## config.mk

```make
export PLATFORM = sky130hd
export DESIGN_NAME = sle_status
export DESIGN_NICKNAME = d
export VERILOG_FILES = /design/src/rtl/sle_pkg.sv /design/src/rtl/sle_status.sv
export VERILOG_INCLUDE_DIRS = /design/src /design/src/rtl
export SDC_FILE = /design/constraint.sdc
export NUM_CORES = 1
export LEC_CHECK = 0
export BUFFER_PORTS_ARGS = -buffer_cell sky130_fd_sc_hd__buf_2
export CORE_MARGIN = 3
export CORE_UTILIZATION = 56
export DETAILED_ROUTE_END_ITERATION = 8
export PLACE_DENSITY_LB_ADDON = 0.25
export RECOVER_POWER = 50
export REMOVE_ABC_BUFFERS = 1
export SETUP_SLACK_MARGIN = 0.4
export SLEW_MARGIN = 40
export SYNTH_ARGS = -nofsm -noshare
export SYNTH_HDL_FRONTEND = slang
export SYNTH_SLANG_ARGS = --single-unit
```

## constraint.sdc

```tcl
create_clock -name clk_sys -period 5.36 [get_ports clk_sys]
set_input_delay 1.072 -clock clk_sys [delete_from_list [all_inputs] [get_ports clk_sys]]
set_output_delay 1.072 -clock clk_sys [all_outputs]
set_load 0.01 [all_outputs]
```

## src/rtl/sle_params.svh

```systemverilog
`ifndef SLE_PARAMS_SVH
`define SLE_PARAMS_SVH
// ----------------------------------------
// Sizes
// ----------------------------------------
`define SLE_NUM_LINKS   2
`define SLE_PAGE_W      1
`define SLE_LANES       8
`define SLE_ADDR_W      14
// ----------------------------------------
// Register indices, byte address is 4x
// ----------------------------------------
`define SLE_IDX_PAGE    12'h300
`define SLE_IDX_ALIGN   12'h46C
`define SLE_IDX_DISP    12'h46D
`define SLE_IDX_CODE    12'h46E
`define SLE_IDX_LIMIT   12'h47A
`define SLE_IDX_CLEAR   12'h47B
`define SLE_IDX_IRQ_ST  12'h47C
`define SLE_IDX_IRQ_MSK 12'h47D
// ----------------------------------------
// Fields and reset values
// ----------------------------------------
`define SLE_IRQ_DISP    0
`define SLE_IRQ_CODE    1
`define SLE_IRQ_ALIGN   2
`define SLE_IRQ_W       3
`define SLE_CLEAR_BIT   0
`define SLE_LIMIT_RST   8'hFF
`define SLE_MASK_RST    3'h0
`define SLE_CNT_MAX     8'hFF
`endif

```

## src/rtl/sle_pkg.sv

```systemverilog
package sle_pkg;
  `include "sle_params.svh"

  typedef logic [`SLE_LANES-1:0] sle_lane_t;
  typedef logic [7:0]            sle_byte_t;
  typedef sle_byte_t [`SLE_LANES-1:0] sle_cnt_t;

  typedef struct packed {
    logic [`SLE_ADDR_W-1:0] address;
    logic                   read;
    logic                   write;
    logic [3:0]             byteenable;
    logic [31:0]            writedata;
  } sle_av_req_t;

  typedef struct packed {
    sle_cnt_t  disp_cnt;
    sle_cnt_t  code_cnt;
    sle_lane_t align;
    sle_lane_t disp_flag;
    sle_lane_t code_flag;
  } sle_link_t;

  typedef sle_link_t [`SLE_NUM_LINKS-1:0] sle_links_t;
  typedef sle_lane_t [`SLE_NUM_LINKS-1:0] sle_lanes_t;

  typedef struct packed {
    sle_links_t              links;
    logic [`SLE_PAGE_W-1:0]  page;
    sle_byte_t               limit;
    logic [`SLE_IRQ_W-1:0]   irq_stat;
    logic [`SLE_IRQ_W-1:0]   irq_mask;
    logic                    ack;
    logic [31:0]             rdata;
  } sle_state_t;
endpackage

```

## src/rtl/sle_status.sv

```systemverilog
`timescale 1ns/1ps
module sle_status
  import sle_pkg::*;
(
  input  wire logic        clk_sys,
  input  wire logic        arst_n,
  input  wire sle_av_req_t av_req,
  output logic [31:0]      av_readdata,
  output logic             av_waitrequest,
  input  wire sle_lanes_t  align_ok,
  input  wire sle_lanes_t  disp_err,
  input  wire sle_lanes_t  bad_code,
  output logic             irq
);

  // ----------------------------------------
  // State
  // ----------------------------------------
  sle_state_t st;
  sle_state_t next_st;

  logic [11:0] idx;
  logic        aligned_addr;
  logic        req;
  logic        wr_hit;
  logic        clr_hit;
  logic [31:0] rd_mux;
  sle_link_t   cur;

  assign idx          = av_req.address[`SLE_ADDR_W-1:2];
  assign aligned_addr = (av_req.address[1:0] == 2'h0);
  assign req          = av_req.read | av_req.write;
  // Write lands only on the edge where waitrequest is low
  assign wr_hit       = av_req.write & st.ack & aligned_addr & av_req.byteenable[0];
  assign clr_hit      = wr_hit & (idx == `SLE_IDX_CLEAR) & av_req.writedata[`SLE_CLEAR_BIT];
  assign cur          = st.links[st.page];

  // ----------------------------------------
  // Read mux
  // ----------------------------------------
  always_comb begin
    rd_mux = 32'h0000_0000;
    if (aligned_addr) begin
      unique case (idx)
        `SLE_IDX_PAGE:    rd_mux[`SLE_PAGE_W-1:0] = st.page;
        `SLE_IDX_ALIGN:   rd_mux[7:0] = cur.align;
        `SLE_IDX_DISP:    rd_mux[7:0] = cur.disp_flag;
        `SLE_IDX_CODE:    rd_mux[7:0] = cur.code_flag;
        `SLE_IDX_LIMIT:   rd_mux[7:0] = st.limit;
        `SLE_IDX_IRQ_ST:  rd_mux[`SLE_IRQ_W-1:0] = st.irq_stat;
        `SLE_IDX_IRQ_MSK: rd_mux[`SLE_IRQ_W-1:0] = st.irq_mask;
        default:          rd_mux = 32'h0000_0000;
      endcase
    end
  end

  // ----------------------------------------
  // Next state
  // ----------------------------------------
  always_comb begin
    logic [`SLE_IRQ_W-1:0] ev;
    next_st = st;
    ev      = '0;
    // One wait cycle per request
    next_st.ack = req & ~st.ack;
    if (av_req.read & ~st.ack) begin
      next_st.rdata = rd_mux;
    end

    if (wr_hit) begin
      unique case (idx)
        `SLE_IDX_PAGE:    next_st.page = av_req.writedata[`SLE_PAGE_W-1:0];
        `SLE_IDX_LIMIT:   next_st.limit = av_req.writedata[7:0];
        `SLE_IDX_IRQ_MSK: next_st.irq_mask = av_req.writedata[`SLE_IRQ_W-1:0];
        `SLE_IDX_IRQ_ST:  next_st.irq_stat = st.irq_stat & ~av_req.writedata[`SLE_IRQ_W-1:0];
        default:          next_st.page = st.page;
      endcase
    end

    for (int l = 0; l < `SLE_NUM_LINKS; l++) begin
      next_st.links[l].align = align_ok[l];
      for (int n = 0; n < `SLE_LANES; n++) begin
        // Clear of the selected link restarts counting
        if (clr_hit && (st.page == l[`SLE_PAGE_W-1:0])) begin
          next_st.links[l].disp_cnt[n] = 8'h00;
          next_st.links[l].code_cnt[n] = 8'h00;
        end
        if (disp_err[l][n] && st.links[l].disp_cnt[n] != `SLE_CNT_MAX) begin
          next_st.links[l].disp_cnt[n] = next_st.links[l].disp_cnt[n] + 8'h01;
        end
        if (bad_code[l][n] && st.links[l].code_cnt[n] != `SLE_CNT_MAX) begin
          next_st.links[l].code_cnt[n] = next_st.links[l].code_cnt[n] + 8'h01;
        end
        next_st.links[l].disp_flag[n] = (next_st.links[l].disp_cnt[n] >= next_st.limit);
        next_st.links[l].code_flag[n] = (next_st.links[l].code_cnt[n] >= next_st.limit);
      end
      ev[`SLE_IRQ_DISP]  = ev[`SLE_IRQ_DISP]  | (|(next_st.links[l].disp_flag & ~st.links[l].disp_flag));
      ev[`SLE_IRQ_CODE]  = ev[`SLE_IRQ_CODE]  | (|(next_st.links[l].code_flag & ~st.links[l].code_flag));
      ev[`SLE_IRQ_ALIGN] = ev[`SLE_IRQ_ALIGN] | (|(st.links[l].align & ~align_ok[l]));
    end
    // Set wins over a same-cycle clear
    next_st.irq_stat = next_st.irq_stat | ev;
  end

  // ----------------------------------------
  // Registers
  // ----------------------------------------
  always_ff @(posedge clk_sys or negedge arst_n) begin
    if (!arst_n) begin
      st          <= '0;
      st.limit    <= `SLE_LIMIT_RST;
      st.irq_mask <= `SLE_MASK_RST;
    end else begin
      st <= next_st;
    end
  end

  assign av_readdata    = st.rdata;
  assign av_waitrequest = req & ~st.ack;
  assign irq            = |(st.irq_stat & st.irq_mask);

  sle_lane_t chk_disp;
  sle_lane_t chk_code;
  always_comb begin
    for (int n = 0; n < `SLE_LANES; n++) begin
      chk_disp[n] = (cur.disp_cnt[n] >= st.limit);
      chk_code[n] = (cur.code_cnt[n] >= st.limit);
    end
  end

  // ----------------------------------------
  // Per-lane checks
  // ----------------------------------------
  for (genvar k = 0; k < `SLE_NUM_LINKS; k++) begin : g_link
    for (genvar g = 0; g < `SLE_LANES; g++) begin : g_lane

    end
  end
endmodule // sle_status

```

# After elaboration in Yosys (flattened, before gate mapping)
# Index checks and enable logic that the tools add are counted.
# totals
register_bits	352
input_bits	102
output_inout_bits	34
# classes
add_sub_neg	32
order_cmp	33
eq_ne	40
mux	74
bitwise	29
n_reduce_logical	44
# ops
op	count
$mux W8	66
$add A8 B1 Y8 const B	32
$ge A8 B8 Y1	32
$ne A8 B8 Y1 const B	32
$eq A12 B11 Y1 const B	7
$and A8 B8 Y8	6
$mux W24	2
$not A8 Y8	6
$reduce_or A8 Y1	6
$logic_and A1 B1 Y1	34
$pmux W5 S4	1
$mux W14	1
$eq A12 B10 Y1 const B	1
$pmux W2 S6	1
$and A1 B1 Y1	7
$pmux W1 S7	1
$and A3 B3 Y3	2
$mux W3	2
$or A1 B1 Y1	4
$reduce_and A2 Y1	2
$not A3 Y3	1
$or A3 B3 Y3	1
$reduce_or A3 Y1	1
$logic_not A2 Y1	1
other kinds (2)	3

# Depth between registers and ports, before layout
# logic_depth
ltp_word	14
mapped_depth	22
ltp_nobuf	19

# Worst setup path before layout
# Ideal clock, no wire load.
# synth_timing
path_kind	input port to flip-flop
from	input port av_req[47] (netlist bit)
to	register st[37] (netlist bit)
setup_time_ps	150
arrival_time_ps	5945
required_time_ps	5210
setup_slack_ps	-735
cell_stages	12
path_buffers	0
path_cell_list	nor4b_4 nand4_1 nor4_4 mux2i_1 ha_1 a21oi_1 o21a_1 nor2_1 or4_1 or4_1 nor4_2 o2111ai_1
# synth_lines
element	line_no	rtl
start: declaration	sle_status.sv:7	input wire sle_av_req_t av_req,
end signal: assignment	sle_status.sv:114	st <= next_st;
end: declaration	sle_status.sv:19	sle_state_t st;

==> key figures <==
Logic synthesis
  – Number of synthesized register bits: 328
  – Async set-reset flop share out of synthesis: 1.00
  – Synth Cell Area: 21200 um2
  – Synth area leader: dfrtp_1
  – Synth cell types: 71
  – Cell with the most instances after synthesis: dfrtp_1
  – Area share of the largest cell type after synthesis: 0.377
  – Number of synthesized flops with an enable pin: 0
  – Area contributors post-synth: dfrtp_1 (38%), ha_1 (17%), xor2_1 (5.1%)
  – Yosys Warn Count: 0
  – Mean Syn Cell Area: 9.55 um2
  – Commonest cells in the netlist: dfrtp_1 (320), ha_1 (283), nor2_1 (208)
  – Register area share after synthesis: 0.387
  – Post-synthesis cell count: 2223
  – Most used DFF post-synth: dfrtp_1

Floorplan
  – Die Span X: 201 um
  – Initial Util: 0.574
  – Placeable Area: 37000 um2
  – # IOs: 136
  – Die ar.: 40300 um2
  – Site Rows: 70
  – Die Ht: 201 um

Setup path
  – CP Launch Type: primary input
  – Crit Reg-Reg Endpoint: st[37]$_DFF_PN0_
  – Critical path endpoint category: register
  – Reg2reg path depth: 18
  – CP peak stage delay: 0.65 ns
  – Worst r2r src: st[32]$_DFF_PN0_
  – Family with the most delay on the worst path: simple AND/OR/NAND/NOR gates
  – WS Path Type: in2reg
  – R2R Setup Slk: 0.94 ns
  – CP cell instances: buf_2, nor4b_4, buf_4, nand4_1, nor4_4, mux2_2, buf_4, ha_1, nand2b_1, a2111oi_0, nor4_1, nor4_1, o2111a_1, nand4_1
  – CP Buf/Inv Count: 3
  – CP Data Arrival Time: 5.24 ns
  – Worst path slowest cell: a2111oi_0
  – CP Max Fanout: 13
  – WP data required: 5.76 ns

Global route
  – Vias in the first global route: 18000
  – Largest net degree at the start of global routing: 107
  – Total GRT Usage: 0.275
  – Total gr overflow: 0
  – First-pass GRT wire length: 90.2 mm
  – Initial antenna violation count: 2

CTS
  – H-tree level count: 2
  – CTS Buf Count: 38
  – Insertion delay to the later sink of the worst-skew pair: 0.54 ns
  – Max clock buf depth: 3
  – Clock sink total: 328
  – CTS root buf: clkbuf_16
  – Reg clk slew, reported paths: 0.06 ns
  – CTS tree: built

Routing
  – Routed vias: 17400
  – Drt pass-1 iters: 6
  – Drt wl/cell: 19.4 um
  – Drc violations: 0
  – ANT nets after route: 0
  – Initial DRC Count: 1170
  – Post-Route WL: 56.3 mm
  – DR vias/cell: 6.00

Min path
  – Hold path start: st[32]$_DFF_PN0_
  – Hold EP: st[32]$_DFF_PN0_
  – Worst hold path type: reg2reg
  – Worst Hold Depth: 1

Layout
  – Final net count: 2756
  – Area of the multi-input gates: 12400 um2
  – Layout cells sized above 1: 0.116
  – Layout Cells excl Fill: 2904
  – FF+latch area: 8220 um2
  – Area Overhead vs Synth: 13.5%
  – FILL cells: 3014

Pwr
  – Pwr dens: 523 nW/um2
  – Peak VDD IR: 0.000302 V
  – Leak Pwr: 0.0112 uW

STA
  – Final TNS setup: 0 ns
  – Final setup viols: 0
  – Slew @ Worst Pin: 3.89 ns
  – Max Slew Vio Count: 177
  – Relative slew slack: -1.60
  – Final period util: 0.903
  – F_max: 207 MHz
  – Minimum clock period: 4.84 ns
  – Hold Violations, Final: 0
  – Setup Skew: 0.0225 ns
  – RSZ-0062 raised after global routing: yes
  – Final setup margin: 0.520 ns

Placed design
  – DP HPWL: 41.3 mm
  – Placed cells: 2834
  – Port Buffer Count: 84
  – GPL Wtd Cong: 0.921
  – Place WS: -0.0278 ns

Run status
  – Status: complete, but fails checks
  – Failing checks: capacitance limit, slew limit

Run
  – Maxcap violations: 2
==> power breakdown <==
group          total (uW)  internal [uW]  switching [uW]
Sequential           4300           3430             867
Clock                2710           1670            1040
Combinational        5590           2520            3070
==> what timing repair did <==
item	4_1_cts	5_1_grt
gates resized for setup	0	5
setup endpoints to repair	0	2
setup buffers	0	1
hold buffers	0	0
endpoints found under the hold margin	0	0
==> cell usage in the layout, fill, tap and decap left out, types with 14 or more instances in the layout <==
cell / count
ha_1: 283
buf_4: 54
clkbuf_1: 27
nand2b_1: 47
dfrtp_1: 320
o21a_1: 26
and2_1: 27
a21oi_1: 111
clkbuf_16: 41
or2_2: 18
buf_2: 66
conb_1: 24
nand4_1: 94
nand3b_1: 17
nor2_1: 207
mux2_2: 37
nand3_1: 45
o21ai_0: 83
a21o_1: 30
o22ai_1: 14
and3_1: 41
or3_1: 32
inv_1: 123
nand2_1: 204
xnor2_1: 50
a2111oi_0: 23
nor3_1: 24
xor2_1: 123
==> routing by layer <==
metal | up-vias | track usage | wire length [um]
li1 | 8216 | - | -
met3 | 172 | 0.0379 | 2970
met4 | 0 | 0.132 | 2710
met5 | - | 0 | 0
met1 | 8511 | 0.352 | 23600
met2 | 519 | 0.462 | 27000
==> per-stage QoR <==
step | hold slack (ns) | util | area [um2] | total power (uW)
after floorplan | 0.458 | - | 20900 | 8200
after global placement | 0.435 | 0.616 | 22800 | 9380
after detailed placement | 0.440 | 0.617 | 22800 | 9800
after CTS | 0.461 | 0.653 | 24100 | 12600
after global routing | 0.477 | 0.652 | 24100 | 13700
final | 0.459 | 0.652 | 24100 | 12600
==> cell type report <==
type	count	share of cell area
multi-input combinational	1725	0.513
inverter	124	0.0193
sequential	328	0.341
tap	504	0.0262
clock buffer	59	0.0496
antenna	2	0.000208
clock inverter	8	0.00499
timing repair buffer	154	0.0457
==> flip-flops by register name (all words and copies together), names as in the netlist <==
name and flops:
st 320, av_readdata 8
==> worst register-to-register path, delay by kind of cell (launching register included) <==
family	cells	cell delay, ns
buf+inv	2	0.34
flops	1	0.38
simple gates	11	2.62
fa+ha+maj	2	0.44
compound gates	3	0.52
==> cell families (layout without fill, tap and decap cells) <==
kind of cell / Yosys count / count (layout) / share of synthesized area
adders and majority gates: 283 / 283 / 0.167
buffers and inverters: 193 / 345 / 0.0408
AOI/OAI and AO/OA: 386 / 386 / 0.117
DFF: 328 / 328 / 0.387
other: 1 / 26 / 0.000177
muxes: 45 / 45 / 0.0234
xor gates and xnor gates: 173 / 173 / 0.0714
and+or+nand+nor: 814 / 814 / 0.193
==> worst max path at each step <==
stage                             end  startpoint  slack [ns]  cells past startpoint
finish               st[36]$_DFF_PN0_  av_req[51]        0.52                     14
global route        st[181]$_DFF_PN0_      arst_n        0.26                      2
CTS                  st[37]$_DFF_PN0_  av_req[47]        0.51                     19
detailed placement   st[37]$_DFF_PN0_  av_req[47]       -0.03                     19
global placement     st[37]$_DFF_PN0_  av_req[47]        0.08                     19
floorplan            st[37]$_DFF_PN0_  av_req[47]       -1.47                     13
No activity file was read; power rests on OpenSTA's default activity.
